===== src/pmt_pkg.sv =====
// Package for the eight-bit period-match timer: register map, fields, resets, counts.
// Assumes a single 100 MHz clock domain and the plain register port of the top module.
package pmt_pkg;
	localparam logic [7:0] PMT_ADDR_TICK_COUNT = 8'h11;
	localparam logic [7:0] PMT_ADDR_TIMER_CONTROL = 8'h12;
	localparam logic [7:0] PMT_ADDR_PERIOD_LIMIT = 8'h91;
	localparam logic [7:0] PMT_ADDR_IRQ_STATUS = 8'hA0;
	localparam logic [7:0] PMT_ADDR_IRQ_MASK = 8'hA1;

	localparam int PMT_CTRL_MDS_LSB = 3;
	localparam int PMT_CTRL_EN_BIT = 2;
	localparam int PMT_CTRL_IDS_LSB = 0;

	localparam logic [7:0] PMT_TICK_COUNT_RST = 8'h00;
	localparam logic [7:0] PMT_PERIOD_LIMIT_RST = 8'hFF;
	localparam logic [6:0] PMT_CONTROL_RST = 7'h00;
	localparam logic [0:0] PMT_IRQ_MASK_RST = 1'h0;

	localparam int PMT_INSTR_CLK_DIV = 4;
	localparam logic [3:0] PMT_IN_DIV_TERM_1 = 4'h0;
	localparam logic [3:0] PMT_IN_DIV_TERM_4 = 4'h3;
	localparam logic [3:0] PMT_IN_DIV_TERM_16 = 4'hF;

	typedef struct packed {
		logic [3:0] match_divider_select;
		logic count_enable;
		logic [1:0] input_divider_select;
	} pmt_control_t;

	typedef struct packed {
		logic [7:0] addr;
		logic [7:0] wdata;
		logic wr;
		logic rd;
	} pmt_bus_req_t;
endpackage


===== src/pmt_timer.sv =====
// Eight-bit period-match timer with input divider, match divider and interrupt.
// Assumes one clock at 100 MHz; software uses a plain one-cycle strobe register port.
`timescale 1ns/10ps

// Summary of operation
// - Count source is the instruction clock, system clock over four, via input divider.
// - Input divider select: 00 divides by 1, 01 by 4, 10 and 11 by 16.
// - Count rises from zero each divided tick, compared always with the period.
// - On equality the count goes to zero at the next tick instead of rising.
// - Each match advances the match divider; ratio is select value plus one.
// - Each match divider output pulse sets the period-match flag.
// - Reset loads count with zero and period with all ones.
// - Software may read count and period and write period at any time; count writes are ignored while disabled.
// - Control bit 2 runs the timer when set, stops it when clear.
// - All three divider counters (instruction, input, match) clear when disabled and on every reset.
// - Control writes leave count alone; count held zero while disabled.
// - Control: bits 6..3 match select, bit 2 enable, bits 1..0 input select; bit 7 zero.
module pmt_timer
	import pmt_pkg::*;
(
	input wire logic clk,
	input wire logic arst_n,
	input wire logic [7:0] reg_addr,
	input wire logic [7:0] reg_wdata,
	input wire logic reg_wr,
	input wire logic reg_rd,
	output logic [7:0] reg_rdata,
	output logic irq,
	output logic period_match_flag
);
	pmt_bus_req_t req;
	pmt_control_t timer_control;
	logic [7:0] tick_count;
	logic [7:0] period_limit;
	logic [1:0] instr_div;
	logic [3:0] in_div;
	logic [3:0] match_div;
	logic irq_mask;
	logic instr_tick;
	logic count_tick;
	logic match;
	logic match_out;
	logic [3:0] in_term;
	logic [1:0] next_instr_div;
	logic [3:0] next_in_div;
	logic [7:0] next_tick_count;
	logic [7:0] next_period_limit;
	pmt_control_t next_timer_control;
	logic [3:0] next_match_div;
	logic next_period_match_flag;
	logic next_irq_mask;
	logic [7:0] next_reg_rdata;
	logic wr_count;
	logic wr_period;
	logic wr_control;
	logic wr_status;
	logic wr_mask;
	logic clear_flag;
	logic div_clear;

	assign req = '{addr: reg_addr, wdata: reg_wdata, wr: reg_wr, rd: reg_rd};

	function automatic logic [3:0] in_div_term(input logic [1:0] sel);
		case (sel)
			2'h0: in_div_term = PMT_IN_DIV_TERM_1;
			2'h1: in_div_term = PMT_IN_DIV_TERM_4;
			default: in_div_term = PMT_IN_DIV_TERM_16;
		endcase
	endfunction

	function automatic logic hit(input pmt_bus_req_t r, input logic [7:0] a);
		hit = r.wr && (r.addr == a);
	endfunction

	// Register read multiplexer; unmapped addresses read zero
	function automatic logic [7:0] read_mux(
		input logic [7:0] a,
		input logic [7:0] cnt,
		input logic [7:0] per,
		input pmt_control_t ctl,
		input logic flag,
		input logic msk
	);
		case (a)
			PMT_ADDR_TICK_COUNT: read_mux = cnt;
			PMT_ADDR_PERIOD_LIMIT: read_mux = per;
			PMT_ADDR_TIMER_CONTROL: read_mux = {1'h0, ctl};
			PMT_ADDR_IRQ_STATUS: read_mux = {7'h00, flag};
			PMT_ADDR_IRQ_MASK: read_mux = {7'h00, msk};
			default: read_mux = 8'h00;
		endcase
	endfunction

	// Write decodes
	assign wr_count = hit(req, PMT_ADDR_TICK_COUNT);
	assign wr_period = hit(req, PMT_ADDR_PERIOD_LIMIT);
	assign wr_control = hit(req, PMT_ADDR_TIMER_CONTROL);
	assign wr_status = hit(req, PMT_ADDR_IRQ_STATUS);
	assign wr_mask = hit(req, PMT_ADDR_IRQ_MASK);
	assign clear_flag = wr_status && req.wdata[0];
	assign div_clear = !timer_control.count_enable;

	assign in_term = in_div_term(timer_control.input_divider_select);
	assign instr_tick = timer_control.count_enable &&
		(instr_div == 2'(PMT_INSTR_CLK_DIV - 1));
	assign count_tick = instr_tick && (in_div == in_term);
	assign match = (tick_count == period_limit);
	assign match_out = count_tick && match &&
		(match_div == timer_control.match_divider_select);

	// Instruction clock: system clock over four, cleared while disabled
	always_comb begin
		next_instr_div = instr_div;
		if (div_clear) begin
			next_instr_div = 2'h0;
		end else begin
			next_instr_div = instr_div + 2'h1;
		end
	end

	// Input divider wraps at the selected terminal count
	always_comb begin
		next_in_div = in_div;
		if (div_clear) begin
			next_in_div = 4'h0;
		end else if (instr_tick) begin
			if (in_div >= in_term) begin
				next_in_div = 4'h0;
			end else begin
				next_in_div = in_div + 4'h1;
			end
		end
	end

	// Count: software write beats a same-cycle tick
	always_comb begin
		next_tick_count = tick_count;
		if (div_clear) begin
			next_tick_count = PMT_TICK_COUNT_RST;
		end else if (wr_count) begin
			next_tick_count = req.wdata;
		end else if (count_tick) begin
			if (match) begin
				next_tick_count = 8'h00;
			end else begin
				next_tick_count = tick_count + 8'h01;
			end
		end
	end

	always_comb begin
		next_period_limit = period_limit;
		if (wr_period) begin
			next_period_limit = req.wdata;
		end
	end

	// Control writes leave the count untouched
	always_comb begin
		next_timer_control = timer_control;
		if (wr_control) begin
			next_timer_control = pmt_control_t'(req.wdata[6:0]);
		end
	end

	// Match divider restarts once the selected ratio is reached
	always_comb begin
		next_match_div = match_div;
		if (div_clear) begin
			next_match_div = 4'h0;
		end else if (count_tick && match) begin
			if (match_div >= timer_control.match_divider_select) begin
				next_match_div = 4'h0;
			end else begin
				next_match_div = match_div + 4'h1;
			end
		end
	end

	// Sticky flag; a new event wins over a same-cycle clear
	always_comb begin
		next_period_match_flag = period_match_flag;
		if (match_out) begin
			next_period_match_flag = 1'h1;
		end else if (clear_flag) begin
			next_period_match_flag = 1'h0;
		end
	end

	always_comb begin
		next_irq_mask = irq_mask;
		if (wr_mask) begin
			next_irq_mask = req.wdata[0];
		end
	end

	// Read data stands only in the cycle after the strobe
	always_comb begin
		next_reg_rdata = 8'h00;
		if (req.rd) begin
			next_reg_rdata = read_mux(req.addr, tick_count, period_limit, timer_control,
				period_match_flag, irq_mask);
		end
	end

	always_ff @(posedge clk or negedge arst_n) begin
		if (!arst_n) begin
			instr_div <= 2'h0;
		end else begin
			instr_div <= next_instr_div;
		end
	end

	always_ff @(posedge clk or negedge arst_n) begin
		if (!arst_n) begin
			in_div <= 4'h0;
		end else begin
			in_div <= next_in_div;
		end
	end

	always_ff @(posedge clk or negedge arst_n) begin
		if (!arst_n) begin
			tick_count <= PMT_TICK_COUNT_RST;
		end else begin
			tick_count <= next_tick_count;
		end
	end

	always_ff @(posedge clk or negedge arst_n) begin
		if (!arst_n) begin
			period_limit <= PMT_PERIOD_LIMIT_RST;
		end else begin
			period_limit <= next_period_limit;
		end
	end

	always_ff @(posedge clk or negedge arst_n) begin
		if (!arst_n) begin
			timer_control <= PMT_CONTROL_RST;
		end else begin
			timer_control <= next_timer_control;
		end
	end

	always_ff @(posedge clk or negedge arst_n) begin
		if (!arst_n) begin
			match_div <= 4'h0;
		end else begin
			match_div <= next_match_div;
		end
	end

	always_ff @(posedge clk or negedge arst_n) begin
		if (!arst_n) begin
			period_match_flag <= 1'h0;
		end else begin
			period_match_flag <= next_period_match_flag;
		end
	end

	always_ff @(posedge clk or negedge arst_n) begin
		if (!arst_n) begin
			irq_mask <= PMT_IRQ_MASK_RST[0];
		end else begin
			irq_mask <= next_irq_mask;
		end
	end

	assign irq = period_match_flag && irq_mask;

	always_ff @(posedge clk or negedge arst_n) begin
		if (!arst_n) begin
			reg_rdata <= 8'h00;
		end else begin
			reg_rdata <= next_reg_rdata;
		end
	end
endmodule


===== config.mk =====
export PLATFORM = sky130hd
export DESIGN_NAME = pmt_timer
export DESIGN_NICKNAME = d
export VERILOG_FILES = /design/src/pmt_pkg.sv /design/src/pmt_timer.sv
export SDC_FILE = /design/constraint.sdc
export NUM_CORES = 1
export LEC_CHECK = 0
export ABC_AREA = 1
export CORE_MARGIN = 2
export CORE_UTILIZATION = 45
export DETAILED_ROUTE_END_ITERATION = 8
export DONT_BUFFER_PORTS = 1
export GPL_TIMING_DRIVEN = 0
export MAX_ROUTING_LAYER = met4
export PLACE_DENSITY_LB_ADDON = 0.3
export SETUP_SLACK_MARGIN = 0.4
export SYNTH_ARGS = -nofsm -noshare
export SYNTH_HDL_FRONTEND = slang
export SYNTH_SLANG_ARGS = --single-unit

===== constraint.sdc =====
create_clock -name clk -period 4.5 [get_ports clk]
set_input_delay 0.45 -clock clk [delete_from_list [all_inputs] [get_ports clk]]
set_output_delay 0.45 -clock clk [all_outputs]
set_load 0.02 [all_outputs]

==> summary.txt <==
Min path
  • Min-delay worst type: input pin to flop
  • HP Start: reg_rd

STA
  • Clock skew: 0.00690 ns
  • Fin. Hold Viols: 0
  • Setup_tns: 0 ns
  • Crit path time final: roughly 1.8 ns
  • Setup ws final: ~2.7 ns
  • Period utilization: 0.405
  • Max Fclk: 549 MHz
  • Final setup violation count: 0
  • Rel. slew slack: 0.786
  • RSZ-0062 raised after global routing: no
  • Slew @ Worst Pin: between 0.3 and 0.4 ns
  • Final Max Slew Viols: 0

Floorplan
  • Die Height: 80.9 µm
  • Core footprint: 5610 µm²
  • Placement row count: 27
  • Die width: 80.9 µm
  • Initial Util: 0.474
  • # IOs: 30
  • DIE AREA: 6540 µm²

Setup path
  • Most common cell on crit path: nand2_1
  • Critical Path Start: timer_control[1]$_DFFE_PN0P_
  • Setup CP Type: flop to flop
  • Arr. time, crit path: approximately 2 ns
  • Startpoint Class: flop
  • Slowest CP cell: dfrtp_1
  • Delay-heaviest family, CP: simple AND/OR/NAND/NOR gates
  • Worst EP required: 4.74 ns
  • Crit Path Max Fanout: 5
  • Crit path cell chain: nor2_1 -> inv_1 -> ha_1 -> nand2_1 -> nor2_1 -> inv_1 -> nor2_1 -> nor2_1 -> nand2_1 -> nand2_1 -> inv_2 -> nand2_1 -> nand2_1
  • CP peak stage delay: 0.38 ns
  • CP endpoint kind: flop
  • FF-to-FF Start: timer_control[1]$_DFFE_PN0P_
  • CP bufs+invs: 3

Pwr
  • Max VDD drop: 138 µV
  • Leak: 1.54 nW
  • Pwr dens: 324 nW/µm²

Global route
  • Vias in the first global route: ~2,100
  • Gr ovfl total: 0
  • Global-route wire length before repair: 9920 µm
  • Initial antenna violation count: 0
  • GRT Util Overall: 0.203
  • Largest net degree at the start of global routing: 44

Yosys
  • Largest family of logic cells by synthesized area: simple AND/OR/NAND/NOR gates
  • Synthesized flop and latch total: 43
  • Synth Area in Adders: 0.0565
  • Syn Nets: 379
  • Post-synth EDFFs: 0
  • Synth warnings: 0
  • Mux contribution to synthesized area: 0.0395
  • Seq/Total Area, Yosys: 0.409
  • Synth Area in Compound Gates: 0.0598
  • Distinct cells, synth: 33
  • Main synth FF type: dfrtp_1
  • Cell Area, Synth: 2660 µm²
  • Xor and xnor fraction of the mapped netlist area: 0.0363
  • Syn Area/Cell: 7.66 µm²
  • Synth Area in Simple Gates: 0.309
  • Cells after synthesis: 347
  • Post-synth ARST share: 1.00

CTS
  • Worst-skew pair later-pin latency: 0.30 ns
  • Post_cts resized: 0
  • Post-CTS setup buffers: 0
  • Root Driver: clkbuf_8
  • H-tree depth: 2
  • Hold_buf cts: 2
  • CTS tree: built
  • Clock transition at path regs: 0.08 ns
  • Bufs on Longest Clock Path: 2
  • Num CTS Buffers: 5
  • Clock Sinks: 43

Place
  • Placed cell count: 419
  • Count of input and output buffers: 0
  • Dpl ws: 2.66 ns
  • RD Place Congestion: 0.856
  • HPWL after DPL: 4390 µm

Routing
  • 1st-iter DRT viols: between 100 and 150
  • Routed WL: roughly 5700 µm
  • Via density per instance: 4.93
  • Drt pass-1 iters: 4
  • DR vias: 2,117
  • Number of remaining DRC errors: 0
  • Wire per inst: roughly 13 µm
  • Post-DRT Antenna Nets: 0

Finish
  • Layout area overhead: 7.86%
  • N_diodes: 0
  • Final instance count without filler cells: 429
  • Ratio of cells with drive above 1 in the final layout: 0.126
  • Nets@finish: 388

Status
  • Status: finished, final reports clean

Job
  • Max_cap viols: 0
where the power goes:
part | total [W] | internal [W] | switching [W] | leakage (nW)
sequential | 0.000469 | 0.000431 | 0.0000379 | 0.525
clock | 0.000239 | 0.000109 | 0.000130 | 0.0422
combinational | 0.000220 | 0.0000849 | 0.000135 | 0.971
path summary, 6_finish.rpt:
kind | end | slack, ns | cells after the start
worst max-delay path | tick_count[2]$_DFFE_PN0P_ | 2.68 | 13
worst min-delay path | reg_rdata[6]$_DFF_PN0_ | 0.27 | 2
worst max register to register | tick_count[2]$_DFFE_PN0P_ | 2.68 | 13
worst min register to register | instr_div[0]$_DFF_PN0_ | 0.44 | 1
max in group asynchronous | period_limit[0]$_DFFE_PN1P_ | 3.57 | 2
min in group asynchronous | timer_control[5]$_DFFE_PN0P_ | 0.66 | 2
cells in the final DEF (no fill, tap or decap), types with 2 or more instances in the layout:
master	synthesis	final
xor2_1	6	6
buf_2	3	3
mux2_4	7	7
o21ai_0	11	11
nor2_4	3	3
inv_1	51	51
o21ai_1	4	4
nor2_1	36	36
dfstp_2	8	8
a21oi_1	4	4
o221ai_1	2	2
clkbuf_1	0	2
ha_1	12	12
nand2_1	111	111
clkbuf_8	0	5
inv_2	2	2
o22ai_1	5	5
nand2_2	3	3
clkinv_2	1	2
nor2_2	2	2
nand3_1	23	23
xnor2_1	5	5
nand3_2	2	2
dfrtp_1	35	35
cells by family after synthesis:
family,Yosys count
simple gates,186
buf+inv,60
flops,43
xor+xnor,11
mux,7
compound gates,28
fa+ha+maj,12
cell usage after synthesis (all sizes together), types with 2 or more instances:
master	n	area [µm²]
o221ai	2	17.5
o21ai	15	75.1
nand3	26	153
ha	12	150
inv	54	208
dfrtp	35	876
nand2	116	467
nor2	41	181
a21oi	4	20.0
buf	4	22.5
o22ai	5	31.3
dfstp	8	210
xor2	6	52.6
xnor2	5	43.8
mux2	7	105
metal layers:
metal	vias up	global-route usage	wire length, µm
met5	-	-	0
met4	0	0.0576	54
met3	5	0.0444	294
met2	41	0.323	2700
met1	979	0.261	2700
li1	1092	-	-
layout make-up:
cell class	instances	area, µm²
Fill cell	560	2740
Tap cell	72	90.1
Sequential cell	43	1090
Inverter	55	213
Clock buffer	7	76.3
Buffer	5	27.5
Timing Repair Buffer	2	37.5
Multi-Input combinational cell	244	1330
Clock inverter	1	5.00
sequential cells by signal (all words and copies together), names as in the netlist, 2 cells and up:
name / cells
reg_rdata: 8
period_limit: 8
timer_control: 7
tick_count: 8
in_div: 4
match_div: 4
instr_div: 2
through the flow:
| stage | utilization | hold slack, ns | cell area (µm²) | power [W] |
|---|---|---|---|---|
| CTS | 0.511 | 0.256 | 2870 | 0.000940 |
| finish | 0.511 | 0.268 | 2870 | 0.000928 |
| global route | 0.511 | 0.272 | 2870 | 0.000993 |
| detailed placement | 0.490 | 0.156 | 2750 | 0.000683 |
| floorplan | - | 0.154 | 2660 | 0.000637 |
| global placement | 0.490 | 0.156 | 2750 | 0.000673 |
Power figures use the tool's default switching activity.
